<file path="src/lsr_consts.vh">
// Constants of the light sensor register port: addresses, fields, resets, codes
`ifndef LSR_CONSTS_VH
`define LSR_CONSTS_VH

// Serial bus addresses (7-bit)
`define LSR_BUS_ADDR_PRI     7'h29
`define LSR_BUS_ADDR_SEC     7'h28

// Register indices
`define LSR_IDX_ENABLE       5'h00
`define LSR_IDX_SETUP        5'h01
`define LSR_IDX_FLT_LO_L     5'h04
`define LSR_IDX_FLT_LO_H     5'h05
`define LSR_IDX_FLT_HI_L     5'h06
`define LSR_IDX_FLT_HI_H     5'h07
`define LSR_IDX_UFL_LO_L     5'h08
`define LSR_IDX_UFL_LO_H     5'h09
`define LSR_IDX_UFL_HI_L     5'h0A
`define LSR_IDX_UFL_HI_H     5'h0B
`define LSR_IDX_PERSIST      5'h0C
`define LSR_IDX_PKG_ID       5'h11
`define LSR_IDX_DEV_ID       5'h12
`define LSR_IDX_STATUS       5'h13
`define LSR_IDX_CH0_L        5'h14
`define LSR_IDX_CH0_H        5'h15
`define LSR_IDX_CH1_L        5'h16
`define LSR_IDX_CH1_H        5'h17

// First index of a block read at the secondary address
`define LSR_SEC_BASE_IDX     5'h13

// Reset values
`define LSR_RST_BYTE         8'h00
`define LSR_RST_PTR          5'h00

// Identification values (arbitrary)
`define LSR_PKG_ID_VAL       8'h5A
`define LSR_DEV_ID_VAL       8'hA5

// Command byte fields
`define LSR_CMD_SEL_BIT      7
`define LSR_CMD_TYPE_MSB     6
`define LSR_CMD_TYPE_LSB     5
`define LSR_CMD_FIELD_MSB    4
`define LSR_CMD_FIELD_LSB    0
`define LSR_TYPE_NORMAL      2'b01
`define LSR_TYPE_SPECIAL     2'b11

// Special function codes
`define LSR_SF_FORCE_INT     5'b00100
`define LSR_SF_CLR_FILT      5'b00110
`define LSR_SF_CLR_BOTH      5'b00111
`define LSR_SF_CLR_UNFILT    5'b01010

// Status and enable bit positions
`define LSR_ST_VALID_BIT     0
`define LSR_ST_FILT_BIT      4
`define LSR_ST_UNFILT_BIT    5
`define LSR_EN_FILT_IEN_BIT  4
`define LSR_EN_UNFILT_IEN_BIT 7

`endif

</file>
<file path="src/lsr_line_edges.v">
// Edge and bus condition detector for the serial clock and data lines
`timescale 1ns/100ps
`include "lsr_consts.vh"

module lsr_line_edges (
	input  wire core_clk,     // System clock
	input  wire rst_n,        // Synchronous reset, active low
	input  wire scl_in,       // Serial clock level
	input  wire sda_in,       // Serial data level
	output wire scl_rise,     // Clock rose this cycle
	output wire scl_fall,     // Clock fell this cycle
	output wire start_det,    // Start or repeated start seen
	output wire stop_det      // Stop seen
);

	reg scl_prev_reg;         // Clock level one cycle ago
	reg sda_prev_reg;         // Data level one cycle ago

	// Previous levels; idle bus reads high
	always @(posedge core_clk) begin
		if (!rst_n) begin
			scl_prev_reg <= 1'b1;
			sda_prev_reg <= 1'b1;
		end else begin
			scl_prev_reg <= scl_in;
			sda_prev_reg <= sda_in;
		end
	end

	// Data moving while clock stays high marks start or stop
	assign scl_rise  = scl_in & ~scl_prev_reg;
	assign scl_fall  = ~scl_in & scl_prev_reg;
	assign start_det = scl_in & scl_prev_reg & sda_prev_reg & ~sda_in;
	assign stop_det  = scl_in & scl_prev_reg & ~sda_prev_reg & sda_in;

endmodule

</file>
<file path="src/lsr_read_mux.v">
// Read data selection over the register map
`timescale 1ns/100ps
`include "lsr_consts.vh"

module lsr_read_mux (
	input  wire [4:0] idx,            // Register index to read
	input  wire [7:0] enable_val,     // Function enable register
	input  wire [7:0] setup_val,      // Gain and time register
	input  wire [7:0] flt_lo_l_val,   // Filtered low threshold, low byte
	input  wire [7:0] flt_lo_h_val,   // Filtered low threshold, high byte
	input  wire [7:0] flt_hi_l_val,   // Filtered high threshold, low byte
	input  wire [7:0] flt_hi_h_val,   // Filtered high threshold, high byte
	input  wire [7:0] ufl_lo_l_val,   // Unfiltered low threshold, low byte
	input  wire [7:0] ufl_lo_h_val,   // Unfiltered low threshold, high byte
	input  wire [7:0] ufl_hi_l_val,   // Unfiltered high threshold, low byte
	input  wire [7:0] ufl_hi_h_val,   // Unfiltered high threshold, high byte
	input  wire [7:0] persist_val,    // Interrupt filter count
	input  wire [7:0] status_val,     // Device state flags
	input  wire [7:0] ch0_l_val,      // Channel 0 low byte
	input  wire [7:0] ch0_h_val,      // Channel 0 high byte
	input  wire [7:0] ch1_l_val,      // Channel 1 low byte
	input  wire [7:0] ch1_h_val,      // Channel 1 high byte
	output reg  [7:0] rd_data         // Selected byte
);

	// Unmapped indices read as zero
	always @* begin
		case (idx)
			`LSR_IDX_ENABLE:   rd_data = enable_val;
			`LSR_IDX_SETUP:    rd_data = setup_val;
			`LSR_IDX_FLT_LO_L: rd_data = flt_lo_l_val;
			`LSR_IDX_FLT_LO_H: rd_data = flt_lo_h_val;
			`LSR_IDX_FLT_HI_L: rd_data = flt_hi_l_val;
			`LSR_IDX_FLT_HI_H: rd_data = flt_hi_h_val;
			`LSR_IDX_UFL_LO_L: rd_data = ufl_lo_l_val;
			`LSR_IDX_UFL_LO_H: rd_data = ufl_lo_h_val;
			`LSR_IDX_UFL_HI_L: rd_data = ufl_hi_l_val;
			`LSR_IDX_UFL_HI_H: rd_data = ufl_hi_h_val;
			`LSR_IDX_PERSIST:  rd_data = persist_val;
			`LSR_IDX_PKG_ID:   rd_data = `LSR_PKG_ID_VAL;
			`LSR_IDX_DEV_ID:   rd_data = `LSR_DEV_ID_VAL;
			`LSR_IDX_STATUS:   rd_data = status_val;
			`LSR_IDX_CH0_L:    rd_data = ch0_l_val;
			`LSR_IDX_CH0_H:    rd_data = ch0_h_val;
			`LSR_IDX_CH1_L:    rd_data = ch1_l_val;
			`LSR_IDX_CH1_H:    rd_data = ch1_h_val;
			default:           rd_data = 8'h00;
		endcase
	end

endmodule

</file>
<file path="src/lsr_register_port.v">
// Serial-bus register bank of the light sensor: slave engine, command pointer, registers
`timescale 1ns/100ps
`include "lsr_consts.vh"

module lsr_register_port (
	input  wire        core_clk,        // System clock, 50 MHz
	input  wire        rst_n,           // Synchronous reset, active low
	input  wire        scl_in,          // Serial clock line level
	input  wire        sda_in,          // Serial data line level
	output wire        sda_out,         // Serial data drive value, always low
	output wire        sda_oe,          // Serial data drive enable
	input  wire        result_load,     // Core pulse: new channel results
	input  wire [15:0] ch0_result,      // Broadband channel count
	input  wire [15:0] ch1_result,      // Infrared channel count
	input  wire        filt_int_evt,    // Core pulse: filtered threshold event
	input  wire        unfilt_int_evt,  // Core pulse: unfiltered threshold event
	output wire [7:0]  enable_ctrl,     // Function enable register value
	output wire [7:0]  setup_ctrl,      // Gain and time register value
	output wire [15:0] filt_low_thr,    // Filtered low threshold
	output wire [15:0] filt_high_thr,   // Filtered high threshold
	output wire [15:0] unfilt_low_thr,  // Unfiltered low threshold
	output wire [15:0] unfilt_high_thr, // Unfiltered high threshold
	output wire [7:0]  filter_count,    // Interrupt filter count
	output reg         int_n            // Interrupt pin, active low
);

	// Slave engine states
	localparam ST_IDLE    = 3'd0;     // Not addressed
	localparam ST_ADDR    = 3'd1;     // Shifting address byte
	localparam ST_ADDR_AK = 3'd2;     // Driving address acknowledge
	localparam ST_WR      = 3'd3;     // Shifting a written byte
	localparam ST_WR_AK   = 3'd4;     // Driving write acknowledge
	localparam ST_RD      = 3'd5;     // Sending a read byte
	localparam ST_RD_AK   = 3'd6;     // Sampling host acknowledge
	localparam ST_RD_NXT  = 3'd7;     // Acknowledged, next byte at clock fall

	// Line events
	wire       scl_rise;              // Clock rising edge
	wire       scl_fall;              // Clock falling edge
	wire       start_det;             // Start condition
	wire       stop_det;              // Stop condition

	// Engine state
	reg  [2:0] state_reg;             // Engine state
	reg  [3:0] bit_cnt_reg;           // Bits shifted or sent
	reg  [7:0] shift_reg;             // Received byte
	reg  [7:0] tx_reg;                // Byte being sent, MSB first
	reg        sda_oe_reg;            // Data line pulled low
	reg        read_dir_reg;          // Transaction is a read
	reg        sec_addr_reg;          // Addressed at secondary address
	reg        first_byte_reg;        // Next written byte may be a command
	reg  [4:0] offs_reg;              // Byte offset inside a transaction
	reg  [4:0] ptr_reg;               // Stored register pointer

	// Register bank
	reg  [7:0] enable_reg;            // Function enable
	reg  [7:0] setup_reg;             // Gain and integration time
	reg  [7:0] flt_lo_l_reg;          // Filtered low threshold low byte
	reg  [7:0] flt_lo_h_reg;          // Filtered low threshold high byte
	reg  [7:0] flt_hi_l_reg;          // Filtered high threshold low byte
	reg  [7:0] flt_hi_h_reg;          // Filtered high threshold high byte
	reg  [7:0] ufl_lo_l_reg;          // Unfiltered low threshold low byte
	reg  [7:0] ufl_lo_h_reg;          // Unfiltered low threshold high byte
	reg  [7:0] ufl_hi_l_reg;          // Unfiltered high threshold low byte
	reg  [7:0] ufl_hi_h_reg;          // Unfiltered high threshold high byte
	reg  [7:0] persist_reg;           // Interrupt filter count
	reg  [15:0] ch0_reg;              // Channel 0 result
	reg  [15:0] ch1_reg;              // Channel 1 result
	reg        valid_reg;             // Results loaded since reset
	reg        filt_flag_reg;         // Filtered interrupt pending
	reg        unfilt_flag_reg;       // Unfiltered interrupt pending

	// Decode helpers
	wire       byte_done;             // Eighth written bit closed by clock fall
	wire       is_cmd;                // Completed byte is a command byte
	wire [1:0] cmd_type;              // Transaction type of command byte
	wire [4:0] cmd_field;             // Index or function field
	wire       cmd_stb;               // Command byte accepted
	wire       wr_stb;                // Data byte write
	wire [4:0] acc_idx;               // Register index of current byte
	wire [7:0] rd_data;               // Byte read at acc_idx
	wire [7:0] status_val;            // Status byte
	wire       sf_force;              // Force interrupt
	wire       sf_clr_filt;           // Clear filtered interrupt
	wire       sf_clr_unfilt;         // Clear unfiltered interrupt
	wire       addr_hit;              // Address byte matches and may be served

	// Serial bus condition detector
	lsr_line_edges u_edges (
		.core_clk  (core_clk),
		.rst_n     (rst_n),
		.scl_in    (scl_in),
		.sda_in    (sda_in),
		.scl_rise  (scl_rise),
		.scl_fall  (scl_fall),
		.start_det (start_det),
		.stop_det  (stop_det)
	);

	// Read data selection
	lsr_read_mux u_mux (
		.idx          (acc_idx),
		.enable_val   (enable_reg),
		.setup_val    (setup_reg),
		.flt_lo_l_val (flt_lo_l_reg),
		.flt_lo_h_val (flt_lo_h_reg),
		.flt_hi_l_val (flt_hi_l_reg),
		.flt_hi_h_val (flt_hi_h_reg),
		.ufl_lo_l_val (ufl_lo_l_reg),
		.ufl_lo_h_val (ufl_lo_h_reg),
		.ufl_hi_l_val (ufl_hi_l_reg),
		.ufl_hi_h_val (ufl_hi_h_reg),
		.persist_val  (persist_reg),
		.status_val   (status_val),
		.ch0_l_val    (ch0_reg[7:0]),
		.ch0_h_val    (ch0_reg[15:8]),
		.ch1_l_val    (ch1_reg[7:0]),
		.ch1_h_val    (ch1_reg[15:8]),
		.rd_data      (rd_data)
	);

	// Secondary address serves reads only, from the read-only block
	assign addr_hit = (shift_reg[7:1] == `LSR_BUS_ADDR_PRI) |
		((shift_reg[7:1] == `LSR_BUS_ADDR_SEC) & shift_reg[0]);

	// Access index: stored pointer plus offset, or the read-only block base
	assign acc_idx = sec_addr_reg ? (`LSR_SEC_BASE_IDX + offs_reg) : (ptr_reg + offs_reg);

	// Written byte classification
	assign byte_done = (state_reg == ST_WR) & scl_fall & (bit_cnt_reg == 4'd8);
	assign is_cmd    = first_byte_reg & shift_reg[`LSR_CMD_SEL_BIT];
	assign cmd_type  = shift_reg[`LSR_CMD_TYPE_MSB:`LSR_CMD_TYPE_LSB];
	assign cmd_field = shift_reg[`LSR_CMD_FIELD_MSB:`LSR_CMD_FIELD_LSB];
	assign cmd_stb   = byte_done & is_cmd;
	assign wr_stb    = byte_done & ~is_cmd;

	// Special function decode; each acts in the cycle it is accepted
	assign sf_force      = cmd_stb & (cmd_type == `LSR_TYPE_SPECIAL) &
		(cmd_field == `LSR_SF_FORCE_INT);
	assign sf_clr_filt   = cmd_stb & (cmd_type == `LSR_TYPE_SPECIAL) &
		((cmd_field == `LSR_SF_CLR_FILT) | (cmd_field == `LSR_SF_CLR_BOTH));
	assign sf_clr_unfilt = cmd_stb & (cmd_type == `LSR_TYPE_SPECIAL) &
		((cmd_field == `LSR_SF_CLR_UNFILT) | (cmd_field == `LSR_SF_CLR_BOTH));

	// Status byte built from live flags
	assign status_val = {2'b00, unfilt_flag_reg, filt_flag_reg, 3'b000, valid_reg};

	// Open-drain data: only ever pull low
	assign sda_out = 1'b0;
	assign sda_oe  = sda_oe_reg;

	// Slave engine
	always @(posedge core_clk) begin
		if (!rst_n) begin
			state_reg      <= ST_IDLE;
			bit_cnt_reg    <= 4'd0;
			shift_reg      <= 8'h00;
			tx_reg         <= 8'h00;
			sda_oe_reg     <= 1'b0;
			read_dir_reg   <= 1'b0;
			sec_addr_reg   <= 1'b0;
			first_byte_reg <= 1'b0;
			offs_reg       <= 5'd0;
		end else if (start_det) begin
			// Start or repeated start restarts address phase
			state_reg      <= ST_ADDR;
			bit_cnt_reg    <= 4'd0;
			sda_oe_reg     <= 1'b0;
			sec_addr_reg   <= 1'b0;
			first_byte_reg <= 1'b1;
			offs_reg       <= 5'd0;
		end else if (stop_det) begin
			// Stop always frees the line
			state_reg  <= ST_IDLE;
			sda_oe_reg <= 1'b0;
		end else begin
			case (state_reg)
				ST_ADDR, ST_WR: begin
					// Sample data on clock rise
					if (scl_rise) begin
						shift_reg   <= {shift_reg[6:0], sda_in};
						bit_cnt_reg <= bit_cnt_reg + 4'd1;
					end else if (scl_fall && bit_cnt_reg == 4'd8) begin
						if (state_reg == ST_WR) begin
							// Acknowledge every written byte
							sda_oe_reg     <= 1'b1;
							state_reg      <= ST_WR_AK;
							first_byte_reg <= 1'b0;
							if (!is_cmd) begin
								offs_reg <= offs_reg + 5'd1;
							end
						end else if (addr_hit) begin
							// Our address: acknowledge it
							sda_oe_reg   <= 1'b1;
							state_reg    <= ST_ADDR_AK;
							read_dir_reg <= shift_reg[0];
							sec_addr_reg <= (shift_reg[7:1] == `LSR_BUS_ADDR_SEC);
						end else begin
							// Not ours: stay off the line until next start
							state_reg <= ST_IDLE;
						end
					end
				end
				ST_ADDR_AK, ST_RD_NXT: begin
					// End of acknowledge bit: begin data phase
					if (scl_fall) begin
						bit_cnt_reg <= 4'd0;
						if (read_dir_reg) begin
							tx_reg      <= {rd_data[6:0], 1'b0};
							sda_oe_reg  <= ~rd_data[7];
							bit_cnt_reg <= 4'd1;
							state_reg   <= ST_RD;
						end else begin
							sda_oe_reg <= 1'b0;
							state_reg  <= ST_WR;
						end
					end
				end
				ST_WR_AK: begin
					// Release after acknowledge bit
					if (scl_fall) begin
						sda_oe_reg  <= 1'b0;
						bit_cnt_reg <= 4'd0;
						state_reg   <= ST_WR;
					end
				end
				ST_RD: begin
					// Shift next bit out on clock fall
					if (scl_fall) begin
						if (bit_cnt_reg == 4'd8) begin
							sda_oe_reg <= 1'b0;
							offs_reg   <= offs_reg + 5'd1;
							state_reg  <= ST_RD_AK;
						end else begin
							sda_oe_reg  <= ~tx_reg[7];
							tx_reg      <= {tx_reg[6:0], 1'b0};
							bit_cnt_reg <= bit_cnt_reg + 4'd1;
						end
					end
				end
				ST_RD_AK: begin
					// Host not acknowledging ends the read
					if (scl_rise) begin
						state_reg <= sda_in ? ST_IDLE : ST_RD_NXT;
					end
				end
				default: begin
					state_reg  <= ST_IDLE;
					sda_oe_reg <= 1'b0;
				end
			endcase
		end
	end

	// Stored pointer; only a normal command byte moves it
	always @(posedge core_clk) begin
		if (!rst_n) begin
			ptr_reg <= `LSR_RST_PTR;
		end else if (cmd_stb && cmd_type == `LSR_TYPE_NORMAL) begin
			ptr_reg <= cmd_field;
		end
	end

	// Read-write registers; read-only indices fall to default
	always @(posedge core_clk) begin
		if (!rst_n) begin
			enable_reg   <= `LSR_RST_BYTE;
			setup_reg    <= `LSR_RST_BYTE;
			flt_lo_l_reg <= `LSR_RST_BYTE;
			flt_lo_h_reg <= `LSR_RST_BYTE;
			flt_hi_l_reg <= `LSR_RST_BYTE;
			flt_hi_h_reg <= `LSR_RST_BYTE;
			ufl_lo_l_reg <= `LSR_RST_BYTE;
			ufl_lo_h_reg <= `LSR_RST_BYTE;
			ufl_hi_l_reg <= `LSR_RST_BYTE;
			ufl_hi_h_reg <= `LSR_RST_BYTE;
			persist_reg  <= `LSR_RST_BYTE;
		end else if (wr_stb) begin
			case (acc_idx)
				`LSR_IDX_ENABLE:   enable_reg   <= shift_reg;
				`LSR_IDX_SETUP:    setup_reg    <= shift_reg;
				`LSR_IDX_FLT_LO_L: flt_lo_l_reg <= shift_reg;
				`LSR_IDX_FLT_LO_H: flt_lo_h_reg <= shift_reg;
				`LSR_IDX_FLT_HI_L: flt_hi_l_reg <= shift_reg;
				`LSR_IDX_FLT_HI_H: flt_hi_h_reg <= shift_reg;
				`LSR_IDX_UFL_LO_L: ufl_lo_l_reg <= shift_reg;
				`LSR_IDX_UFL_LO_H: ufl_lo_h_reg <= shift_reg;
				`LSR_IDX_UFL_HI_L: ufl_hi_l_reg <= shift_reg;
				`LSR_IDX_UFL_HI_H: ufl_hi_h_reg <= shift_reg;
				`LSR_IDX_PERSIST:  persist_reg  <= shift_reg;
				default: begin
					// Read-only or unmapped: ignore the byte
					enable_reg <= enable_reg;
				end
			endcase
		end
	end

	// Channel results: loaded by the core only, never by the host
	always @(posedge core_clk) begin
		if (!rst_n) begin
			ch0_reg   <= 16'h0000;
			ch1_reg   <= 16'h0000;
			valid_reg <= 1'b0;
		end else if (result_load) begin
			ch0_reg   <= ch0_result;
			ch1_reg   <= ch1_result;
			valid_reg <= 1'b1;
		end
	end

	// Interrupt flags: an event in the clearing cycle wins over the clear
	always @(posedge core_clk) begin
		if (!rst_n) begin
			filt_flag_reg   <= 1'b0;
			unfilt_flag_reg <= 1'b0;
		end else begin
			if (filt_int_evt || sf_force) begin
				filt_flag_reg <= 1'b1;
			end else if (sf_clr_filt) begin
				filt_flag_reg <= 1'b0;
			end
			if (unfilt_int_evt) begin
				unfilt_flag_reg <= 1'b1;
			end else if (sf_clr_unfilt) begin
				unfilt_flag_reg <= 1'b0;
			end
		end
	end

	// Interrupt pin shows flags only where their enable bit is set
	always @(posedge core_clk) begin
		if (!rst_n) begin
			int_n <= 1'b1;
		end else begin
			int_n <= ~((filt_flag_reg & enable_reg[`LSR_EN_FILT_IEN_BIT]) |
				(unfilt_flag_reg & enable_reg[`LSR_EN_UNFILT_IEN_BIT]));
		end
	end

	// Register values toward the core
	assign enable_ctrl     = enable_reg;
	assign setup_ctrl      = setup_reg;
	assign filt_low_thr    = {flt_lo_h_reg, flt_lo_l_reg};
	assign filt_high_thr   = {flt_hi_h_reg, flt_hi_l_reg};
	assign unfilt_low_thr  = {ufl_lo_h_reg, ufl_lo_l_reg};
	assign unfilt_high_thr = {ufl_hi_h_reg, ufl_hi_l_reg};
	assign filter_count    = persist_reg;

endmodule

</file>
<file path="config.mk">
export PLATFORM = sky130hd
export DESIGN_NAME = lsr_register_port
export DESIGN_NICKNAME = d
export VERILOG_FILES = /design/src/lsr_line_edges.v /design/src/lsr_read_mux.v /design/src/lsr_register_port.v
export VERILOG_INCLUDE_DIRS = /design/src
export SDC_FILE = /design/constraint.sdc
export NUM_CORES = 1
export LEC_CHECK = 0
export BUFFER_PORTS_ARGS = -buffer_cell sky130_fd_sc_hd__buf_4
export CAP_MARGIN = 40
export CELL_PAD_IN_SITES_DETAIL_PLACEMENT = 0
export CELL_PAD_IN_SITES_GLOBAL_PLACEMENT = 2
export CORE_MARGIN = 2
export CORE_UTILIZATION = 37
export DETAILED_ROUTE_END_ITERATION = 7
export HOLD_SLACK_MARGIN = 0.02
export PLACE_DENSITY = 0.88
export SYNTH_ARGS = -nofsm -noshare
export SYNTH_HDL_FRONTEND = slang
export SYNTH_SLANG_ARGS = --single-unit
</file>
<file path="constraint.sdc">
create_clock -name core_clk -period 5.1 [get_ports core_clk]
set_input_delay 0.255 -clock core_clk [delete_from_list [all_inputs] [get_ports core_clk]]
set_output_delay 0.255 -clock core_clk [all_outputs]
set_load 0.01 [all_outputs]
</file>
==> impl_metrics.env, run 1 <==
export IMPL_status="complete, no violations"
export IMPL_final_area_um2=9980
export IMPL_critPathCaptureType="flip-flop"
export IMPL_cts_max_level=4
export IMPL_hold_class="primary input to flip-flop"
export IMPL_ys_warn_count=0
export IMPL_die_area_um2=23500
export IMPL_clock_power_share=0.487
export IMPL_grt_overflow_total=0
export IMPL_crit_type="flip-flop to flip-flop"
export IMPL_synth_edf_count=0
export IMPL_clkTransAtPathRegs_ns=0.07
export IMPL_start_util=0.377
export IMPL_hold_viol=0
export IMPL_slew_headroom=0.405
export IMPL_fmax_ghz=0.244
export IMPL_vdd_ir_drop_max_mv=0.203
export IMPL_critPathBufInv=1
export IMPL_num_vias=7188
export IMPL_hold_path_depth=2
export IMPL_die_w_um=153
export IMPL_worst_slack_ns=1.00
export IMPL_cap_violations=0
export IMPL_rsz0062_at_grt="false"
export IMPL_rows=54
export IMPL_wl_per_cell_um=21.2
export IMPL_synthArstFlopShare=0
export IMPL_drt_iter0_drc=732
export IMPL_track_usage=0.231
export IMPL_cts_buffers=17
export IMPL_hold_buffers=0
export IMPL_drtPass1Iterations=5
export IMPL_core_area_um2=21900
export IMPL_drcViolationCount=0
export IMPL_fillers=2249
export IMPL_switching_share=0.225
export IMPL_worstPathArrival_ns=4.41
export IMPL_syn_nets=974
export IMPL_crit_top_cell="and3_1"
export IMPL_syn_area_per_cell_um2=8.91
export IMPL_cp_max_fo=16
export IMPL_seq_area_frac_synth=0.393
export IMPL_ios=130
export IMPL_clk_latency_ns=0.43
export IMPL_layout_drive_gt1_share=0.201
export IMPL_path_depth=11
export IMPL_diodes=0
export IMPL_clock_path_buffers=2
export IMPL_wirelength_um=27700
export IMPL_final_setup_skew_ns=0.0111
export IMPL_combPwrFrac=0.043
export IMPL_place_area_um2=9370
export IMPL_power_frac_seq=0.470
export IMPL_worst_pin_slew_ns=0.891
export IMPL_cts_setup_buffers=0
export IMPL_p_switching_uw=623
export IMPL_numPortBuffers=128
export IMPL_ctsResizeCount=0
export IMPL_yosysUniqueCellTypes=73
export IMPL_critical_path_top_delay_family="simple AND/OR/NAND/NOR gates"
export IMPL_antenna_found_initial=0
export IMPL_netlist_area_um2=8260
export IMPL_dp_worst_setup_slack_ns=1.06
export IMPL_nets=1060
export IMPL_slowest_stage="nor2_1"
export IMPL_netlist_instances=927
export IMPL_hpwl_um=19500
export IMPL_grt_max_degree=84
export IMPL_fin_tns_setup_ns=0
export IMPL_syn2layout_area_growth_pct=20.9
export IMPL_ff2ff_path_depth=11
export IMPL_grt_pass1_wl_um=42200
export IMPL_gp_congestion=0.894
export IMPL_grt_pass1_vias=6819
export IMPL_cts_tree="yes"
export IMPL_final_cell_mix="162 x dfxtp_1, 144 x buf_4, 120 x nand2_1"
export IMPL_period_share=0.804
export IMPL_postRouteAntennaNets=0
export IMPL_viasPerCell=5.51
export IMPL_power_leakage_uw=0.00372
export IMPL_ys_ff_latch=162
export IMPL_die_y_um=153
export IMPL_critPathMaxStageDelay_ns=0.64
export IMPL_period_needed_ns=4.10
export IMPL_cts_sinks=162
export IMPL_setup_viol=0
export IMPL_worstPathCellList="or2_2 -> ha_1 -> fa_1 -> and3_1 -> a211o_1 -> and2_1 -> buf_8 -> nor2_1 -> and3_1 -> mux2i_1 -> nor2b_1"
export IMPL_layout_cells_most_common="dfxtp_1"
export IMPL_power_density_nw_per_um2=277
export IMPL_synthFlopType="dfxtp_1"
export IMPL_startpoint_type="flip-flop"
export IMPL_ctsRootBufferMaster="clkbuf_16"
export IMPL_slew_violations=0
export IMPL_p_int_uw=2140
export IMPL_required_ns=5.42
==> final timing paths <==
| check | from | to | slack (ns) |
|---|---|---|---|
| worst max-delay path | sec_addr_reg | ufl_lo_h_reg[6] | 1.00 |
| worst min-delay path | unfilt_int_evt | unfilt_flag_reg | 0.04 |
| worst max register to register | sec_addr_reg | ufl_lo_h_reg[6] | 1.00 |
| worst min register to register | ufl_hi_l_reg[5] | ufl_hi_l_reg[5] | 0.48 |
==> kinds of logic after synthesis <==
logic type | share of synthesized area
flip-flops | 0.393
XOR/XNOR | 0.00955
adder cells (fa/ha/maj) | 0.0130
other | 0.000454
AO/OA/AOI/OAI | 0.160
multiplexers | 0.150
buffers and inverters | 0.0440
AND/OR/NAND/NOR | 0.230
==> layout make-up <==
| class | instances | area (µm²) | area share |
|---|---|---|---|
| Tap cell | 280 | 350 | 0.0351 |
| Multi-Input combinational cell | 679 | 4650 | 0.466 |
| Timing Repair Buffer | 145 | 1100 | 0.110 |
| Sequential cell | 162 | 3240 | 0.325 |
| Clock inverter | 11 | 154 | 0.0154 |
| Clock buffer | 20 | 457 | 0.0458 |
| Inverter | 8 | 30.0 | 0.00301 |
==> per-layer routing <==
metal | vias up | track usage | share of wire
met2 | 224 | 0.368 | 0.47
met5 | - | 0 | 0
met4 | 0 | 0.0629 | 0.017
met3 | 21 | 0.0371 | 0.048
li1 | 3437 | - | -
met1 | 3506 | 0.327 | 0.47
==> metrics by stage <==
stage	util	power [µW]	hold slack, ns	cells
6_report	0.456	2770	0.0397	1305
5_1_grt	0.456	2850	0.0312	1305
4_1_cts	0.456	2780	0.0315	1305
3_5_place_dp	0.428	1450	0.450	1274
3_3_place_gp	0.427	1450	0.441	1271
2_1_floorplan	-	1400	0.356	927
==> power groups by stage <==
stage / Clock (µW) / Sequential, µW / Combinational [µW]
after floorplan: 0 / 1320 / 80.5
after global placement: 0 / 1330 / 118
after detailed placement: 0 / 1330 / 120
after CTS: 1360 / 1300 / 120
after global routing: 1410 / 1300 / 130
final: 1350 / 1300 / 119
==> cells in the mapped netlist (5+ instances only) <==
master / n / area share
a211oi_1: 5 / 0.0045
a21boi_0: 40 / 0.036
a21oi_1: 25 / 0.015
a221oi_1: 5 / 0.0053
a22oi_1: 11 / 0.010
a31oi_1: 7 / 0.0053
a32oi_1: 8 / 0.0085
and2_1: 9 / 0.0068
and3_1: 6 / 0.0045
buf_2: 11 / 0.0067
buf_4: 5 / 0.0045
clkbuf_1: 57 / 0.026
dfxtp_1: 162 / 0.39
ha_1: 7 / 0.011
inv_1: 8 / 0.0036
mux2_2: 10 / 0.014
mux2i_1: 106 / 0.13
nand2_1: 120 / 0.055
nand2b_1: 13 / 0.0099
nand3_1: 30 / 0.018
nand4_1: 8 / 0.0061
nor2_1: 34 / 0.015
nor2b_1: 103 / 0.078
nor3_1: 7 / 0.0042
o21ai_0: 25 / 0.015
o31ai_1: 6 / 0.0055
xor2_1: 5 / 0.0053
==> worst register-to-register path, stage by stage (launching register included) <==
cell and delay, ns:
dfxtp_1 0.36, or2_2 0.31, ha_1 0.22, fa_1 0.51, and3_1 0.23, a211o_1 0.28, and2_1 0.30, buf_8 0.22
nor2_1 0.65, and3_1 0.59, mux2i_1 0.25, nor2b_1 0.07
Power figures use the tool's default switching activity.
==> run 2, diff against run 1 <==
CORE_UTILIZATION = 31   (was 37)
PLACE_DENSITY = 0.79   (was 0.88)
clock period = 3.4 ns   (was 5.1 ns; I/O delays follow)
==> run 2 against run 1 <==
Effect of this change: the run now ends with DRC left; worst setup slack lost 0.82 ns; critical path depth shrank 1; final cell count grew 10%; first-iteration DRC count shrank 19%; sequential share of layout area shrank 2.2 points; power grew 50%; clock power grew 47%; combinational power grew 79%; sequential power grew 50%; clock skew grew 0.0050 ns; final area grew 7.3%; utilization shrank 4.6 points; largest cell class unchanged.
==> impl_metrics.env, run 2 (synthesis results as in run 1) <==
export IMPL_gp_congestion=0.919
export IMPL_layout_cells_most_common="buf_4"
export IMPL_required_ns=3.72
export IMPL_critPathCaptureType="flip-flop"
export IMPL_hold_class="primary input to flip-flop"
export IMPL_grt_pass1_vias=7300
export IMPL_wirelength_um=29200
export IMPL_critPathMaxStageDelay_ns=0.38
export IMPL_cts_max_level=4
export IMPL_viasPerCell=5.16
export IMPL_hold_path_depth=2
export IMPL_hpwl_um=20900
export IMPL_worst_pin_slew_ns=0.838
export IMPL_track_usage=0.209
export IMPL_die_y_um=167
export IMPL_wl_per_cell_um=20.3
export IMPL_cp_max_fo=7
export IMPL_postRouteAntennaNets=0
export IMPL_drt_iter0_drc=591
export IMPL_clk_latency_ns=0.44
export IMPL_utilization=0.410
export IMPL_power_leakage_uw=0.00408
export IMPL_holdWs_ns=0.272
export IMPL_cts_sinks=162
export IMPL_layout_drive_gt1_share=0.226
export IMPL_diodes=0
export IMPL_nets=1137
export IMPL_syn2layout_area_growth_pct=29.7
export IMPL_num_vias=7418
export IMPL_worstPathArrival_ns=3.54
export IMPL_vdd_ir_drop_max_mv=0.222
export IMPL_hold_viol=0
export IMPL_cts_buffers=17
export IMPL_setup_viol=0
export IMPL_drcViolationCount=2
export IMPL_slew_headroom=0.441
export IMPL_antenna_found_initial=0
export IMPL_clkTransAtPathRegs_ns=0.07
export IMPL_critPathBufInv=0
export IMPL_grt_overflow_total=0
export IMPL_critical_path_top_delay_family="compound AO/OA/AOI/OAI gates"
export IMPL_status="finished with violations"
export IMPL_period_share=0.948
export IMPL_path_depth=10
export IMPL_ios=130
export IMPL_violations="DRC"
export IMPL_fmax_ghz=0.310
export IMPL_numPortBuffers=128
export IMPL_crit_type="flip-flop to flip-flop"
export IMPL_final_cell_mix="185 x buf_4, 162 x dfxtp_1, 119 x nand2_1"
export IMPL_die_area_um2=28000
export IMPL_grt_max_degree=88
export IMPL_cap_violations=0
export IMPL_slew_violations=0
export IMPL_startpoint_type="flip-flop"
export IMPL_ff2ff_path_depth=10
export IMPL_worstPathCellList="or2_2 -> ha_1 -> fa_1 -> and3_1 -> a211o_1 -> and3_4 -> a22o_1 -> a222oi_1 -> o311ai_1 -> o311a_1"
export IMPL_clock_path_buffers=2
export IMPL_final_setup_skew_ns=0.0161
export IMPL_period_needed_ns=3.22
export IMPL_power_density_nw_per_um2=388
export IMPL_drtPass1Iterations=8
export IMPL_rsz0062_at_grt="false"
export IMPL_cts_tree="yes"
export IMPL_fin_tns_setup_ns=0
export IMPL_die_w_um=167
export IMPL_grt_pass1_wl_um=44800
export IMPL_start_util=0.316
export IMPL_slowest_stage="fa_1"
export IMPL_ctsRootBufferMaster="clkbuf_16"
export IMPL_core_area_um2=26100
export IMPL_rows=59
## run 2: metal layers
metal  routed length [µm]  GRT usage
met1                13700      0.286
met2                13700      0.343
met4                  544     0.0631
met3                 1330     0.0307
met5                    0          0
## run 2: worst reg2reg max path, cell delays in order, from the launching register on
cell,delay [ns]
dfxtp_1,0.36
or2_2,0.31
ha_1,0.22
fa_1,0.38
and3_1,0.18
a211o_1,0.30
and3_4,0.26
a22o_1,0.26
a222oi_1,0.27
o311ai_1,0.20
o311a_1,0.38
## run 2: what timing repair did
item                                    CTS  global route
hold endpoints to repair                 36             0
hold buffers                             36             0
endpoints found under the setup margin    0            36
setup buffers                             0             3
gates resized for setup                   0             2
## run 2: per-stage QoR
step / instance area (µm²) / total power (µW) / cells / setup slack, ns
after floorplan: 8260 / 2100 / 927 / 0.245
after global placement: 9730 / 2170 / 1367 / 0.151
after detailed placement: 9730 / 2170 / 1367 / 0.131
after CTS: 10700 / 4190 / 1435 / 0.0929
after global routing: 10700 / 4280 / 1438 / 0.0157
final: 10700 / 4150 / 1438 / 0.177
## run 2: worst paths after layout
check	end	startpoint	slack [ns]
max	tx_reg[4]	sec_addr_reg	0.18
min	u_edges.sda_prev_reg	rst_n	0.27
max reg2reg	tx_reg[4]	sec_addr_reg	0.18
min reg2reg	flt_hi_l_reg[3]	flt_hi_l_reg[3]	0.48
## run 2: cell type report
type | count | area (µm²)
multi-input combinational | 679 | 4650
clock inverter | 12 | 148
tap | 335 | 419
clock buffer | 20 | 447
fill | 2694 | 15400
timing repair buffer | 222 | 1770
sequential | 162 | 3240
inverter | 8 | 30.0
## run 2: where the power goes
group,switching (µW),internal [µW]
Combinational,92.7,120
Clock,870,1120
Sequential,24.1,1930
==> run 3, diff against run 2 <==
CORE_MARGIN = 3   (was 2)
GPL_TIMING_DRIVEN = 0   (was not set)
==> run 3 against run 2 <==
Effect of this change: the run now ends clean; sequential cell count unchanged; register-to-register slack got worse by 0.095 ns; global-route usage increased by 1.9 points; sequential power about the same; highest routed layer unchanged; critical path depth increased by 1; wire length increased by 13%; final area increased by 0.47%; utilization increased by 0.19 points; hold slack got worse by 0.23 ns; final cell count increased by 1.5%; maximum frequency decreased by 2.9%.
==> impl_metrics.env, run 3 (synthesis results as in run 1) <==
export IMPL_status="complete, no violations"
export IMPL_required_ns=3.72
export IMPL_viasPerCell=5.20
export IMPL_period_needed_ns=3.32
export IMPL_clk_latency_ns=0.44
export IMPL_stdcell_count=1460
export IMPL_cts_sinks=162
export IMPL_layout_drive_gt1_share=0.211
export IMPL_startpoint_type="flip-flop"
export IMPL_use_met2=0.377
export IMPL_rsz0062_at_grt="true"
export IMPL_die_y_um=169
export IMPL_grt_pass1_vias=7489
export IMPL_core_area_um2=26100
export IMPL_hold_class="primary input to flip-flop"
export IMPL_numPortBuffers=125
export IMPL_slew_violations=0
export IMPL_cp_max_fo=7
export IMPL_cts_max_level=4
export IMPL_use_met1=0.312
export IMPL_place_area_um2=9650
export IMPL_period_share=0.976
export IMPL_slowest_stage="fa_2"
export IMPL_ios=130
export IMPL_hold_viol=0
export IMPL_rows=59
export IMPL_worstPathCellList="or2_4 -> ha_4 -> fa_2 -> and3_4 -> a211o_1 -> and3_4 -> buf_6 -> a22o_1 -> a222oi_1 -> o311ai_2 -> o311a_1"
export IMPL_grt_met3_usage=0.0377
export IMPL_postRouteAntennaNets=0
export IMPL_placed_cells=1390
export IMPL_critPathBufInv=1
export IMPL_track_usage=0.228
export IMPL_antenna_found_initial=0
export IMPL_worst_pin_slew_ns=0.849
export IMPL_cap_violations=0
export IMPL_setup_viol=0
export IMPL_worstPathArrival_ns=3.64
export IMPL_grt_busiest_layer="met2"
export IMPL_crit_type="flip-flop to flip-flop"
export IMPL_start_util=0.316
export IMPL_clock_path_buffers=2
export IMPL_slew_headroom=0.434
export IMPL_layout_cells_most_common="dfxtp_1"
export IMPL_critical_path_top_delay_family="compound AO/OA/AOI/OAI gates"
export IMPL_final_area_um2=10800
export IMPL_die_w_um=169
export IMPL_nets=1159
export IMPL_grt_max_degree=17
export IMPL_drtPass1Iterations=5
export IMPL_fin_tns_setup_ns=0
export IMPL_clkTransAtPathRegs_ns=0.07
export IMPL_ctsRootBufferMaster="clkbuf_16"
export IMPL_wirelength_um=32900
export IMPL_grt_pass1_wl_um=48900
export IMPL_power_leakage_uw=0.00398
export IMPL_critPathCaptureType="flip-flop"
export IMPL_grt_overflow_total=0
export IMPL_power_density_nw_per_um2=391
export IMPL_gp_congestion=0.916
export IMPL_drt_iter0_drc=649
export IMPL_cts_buffers=17
export IMPL_drcViolationCount=0
export IMPL_fmax_ghz=0.301
export IMPL_num_vias=7597
export IMPL_critPathMaxStageDelay_ns=0.40
export IMPL_vdd_ir_drop_max_mv=0.245
export IMPL_wl_per_cell_um=22.6
export IMPL_syn2layout_area_growth_pct=30.3
export IMPL_hpwl_um=24000
export IMPL_diodes=0
export IMPL_final_setup_skew_ns=0.0119
export IMPL_final_cell_mix="161 x dfxtp_1, 142 x buf_4, 119 x nand2_1"
export IMPL_crit_top_cell="and3_4"
export IMPL_die_area_um2=28600
export IMPL_cts_tree="yes"
## run 3: final cells by class
| type | count | area (µm²) |
|---|---|---|
| fillers | 2671 | 15400 |
| plain buffers | 75 | 353 |
| clock inverters | 14 | 168 |
| inverters | 8 | 30.0 |
| clock buffers | 18 | 429 |
| multi-input cells | 679 | 4750 |
| repair buffers | 169 | 1360 |
| well taps | 335 | 419 |
| flip-flops and latches | 162 | 3250 |
## run 3: worst reg2reg max path: stages, from the launching register on
cell	delay, ns
dfxtp_4	0.37
or2_4	0.26
ha_4	0.17
fa_2	0.40
and3_4	0.18
a211o_1	0.34
and3_4	0.21
buf_6	0.13
a22o_1	0.25
a222oi_1	0.33
o311ai_2	0.19
o311a_1	0.35
## run 3: what timing repair did
item                                    CTS  global route
hold endpoints to repair                 33             0
endpoints found under the setup margin   88            45
resized for setup                        33            11
setup buffers                             7             1
pin swaps                                10             2
hold buffers                             33             0
## run 3: path summary, 6_finish.rpt
kind,start,endpoint,slack [ns],cells after the start
setup reg to reg,sec_addr_reg,tx_reg[4],0.08,11
hold reg to reg,valid_reg,valid_reg,0.46,1
hold / removal,ch1_result[15],ch1_reg[15],0.04,3
setup / recovery,sec_addr_reg,tx_reg[4],0.08,11
## run 3: power by group
group / internal, µW / switching (µW) / leakage (µW) / total (µW)
clock: 1110 / 914 / 0.000280 / 2020
combinational: 122 / 113 / 0.00239 / 235
sequential: 1920 / 21.1 / 0.00131 / 1950
## run 3: layer usage
layer	routed length, µm	vias up	share of wire
met4	709	0	0.022
met5	0	-	0
met2	15700	234	0.48
li1	-	3639	-
met1	14900	3683	0.45
met3	1680	41	0.051
## run 3: per-stage QoR
step	hold slack, ns	utilization	setup slack, ns	total power (µW)
after floorplan	0.271	-	0.245	2100
after global placement	0.381	0.368	-0.655	2190
after detailed placement	0.385	0.369	-0.722	2190
after CTS	0.0260	0.411	0.0343	4220
after global routing	0.0537	0.412	-0.0142	4310
final	0.0387	0.412	0.0822	4200
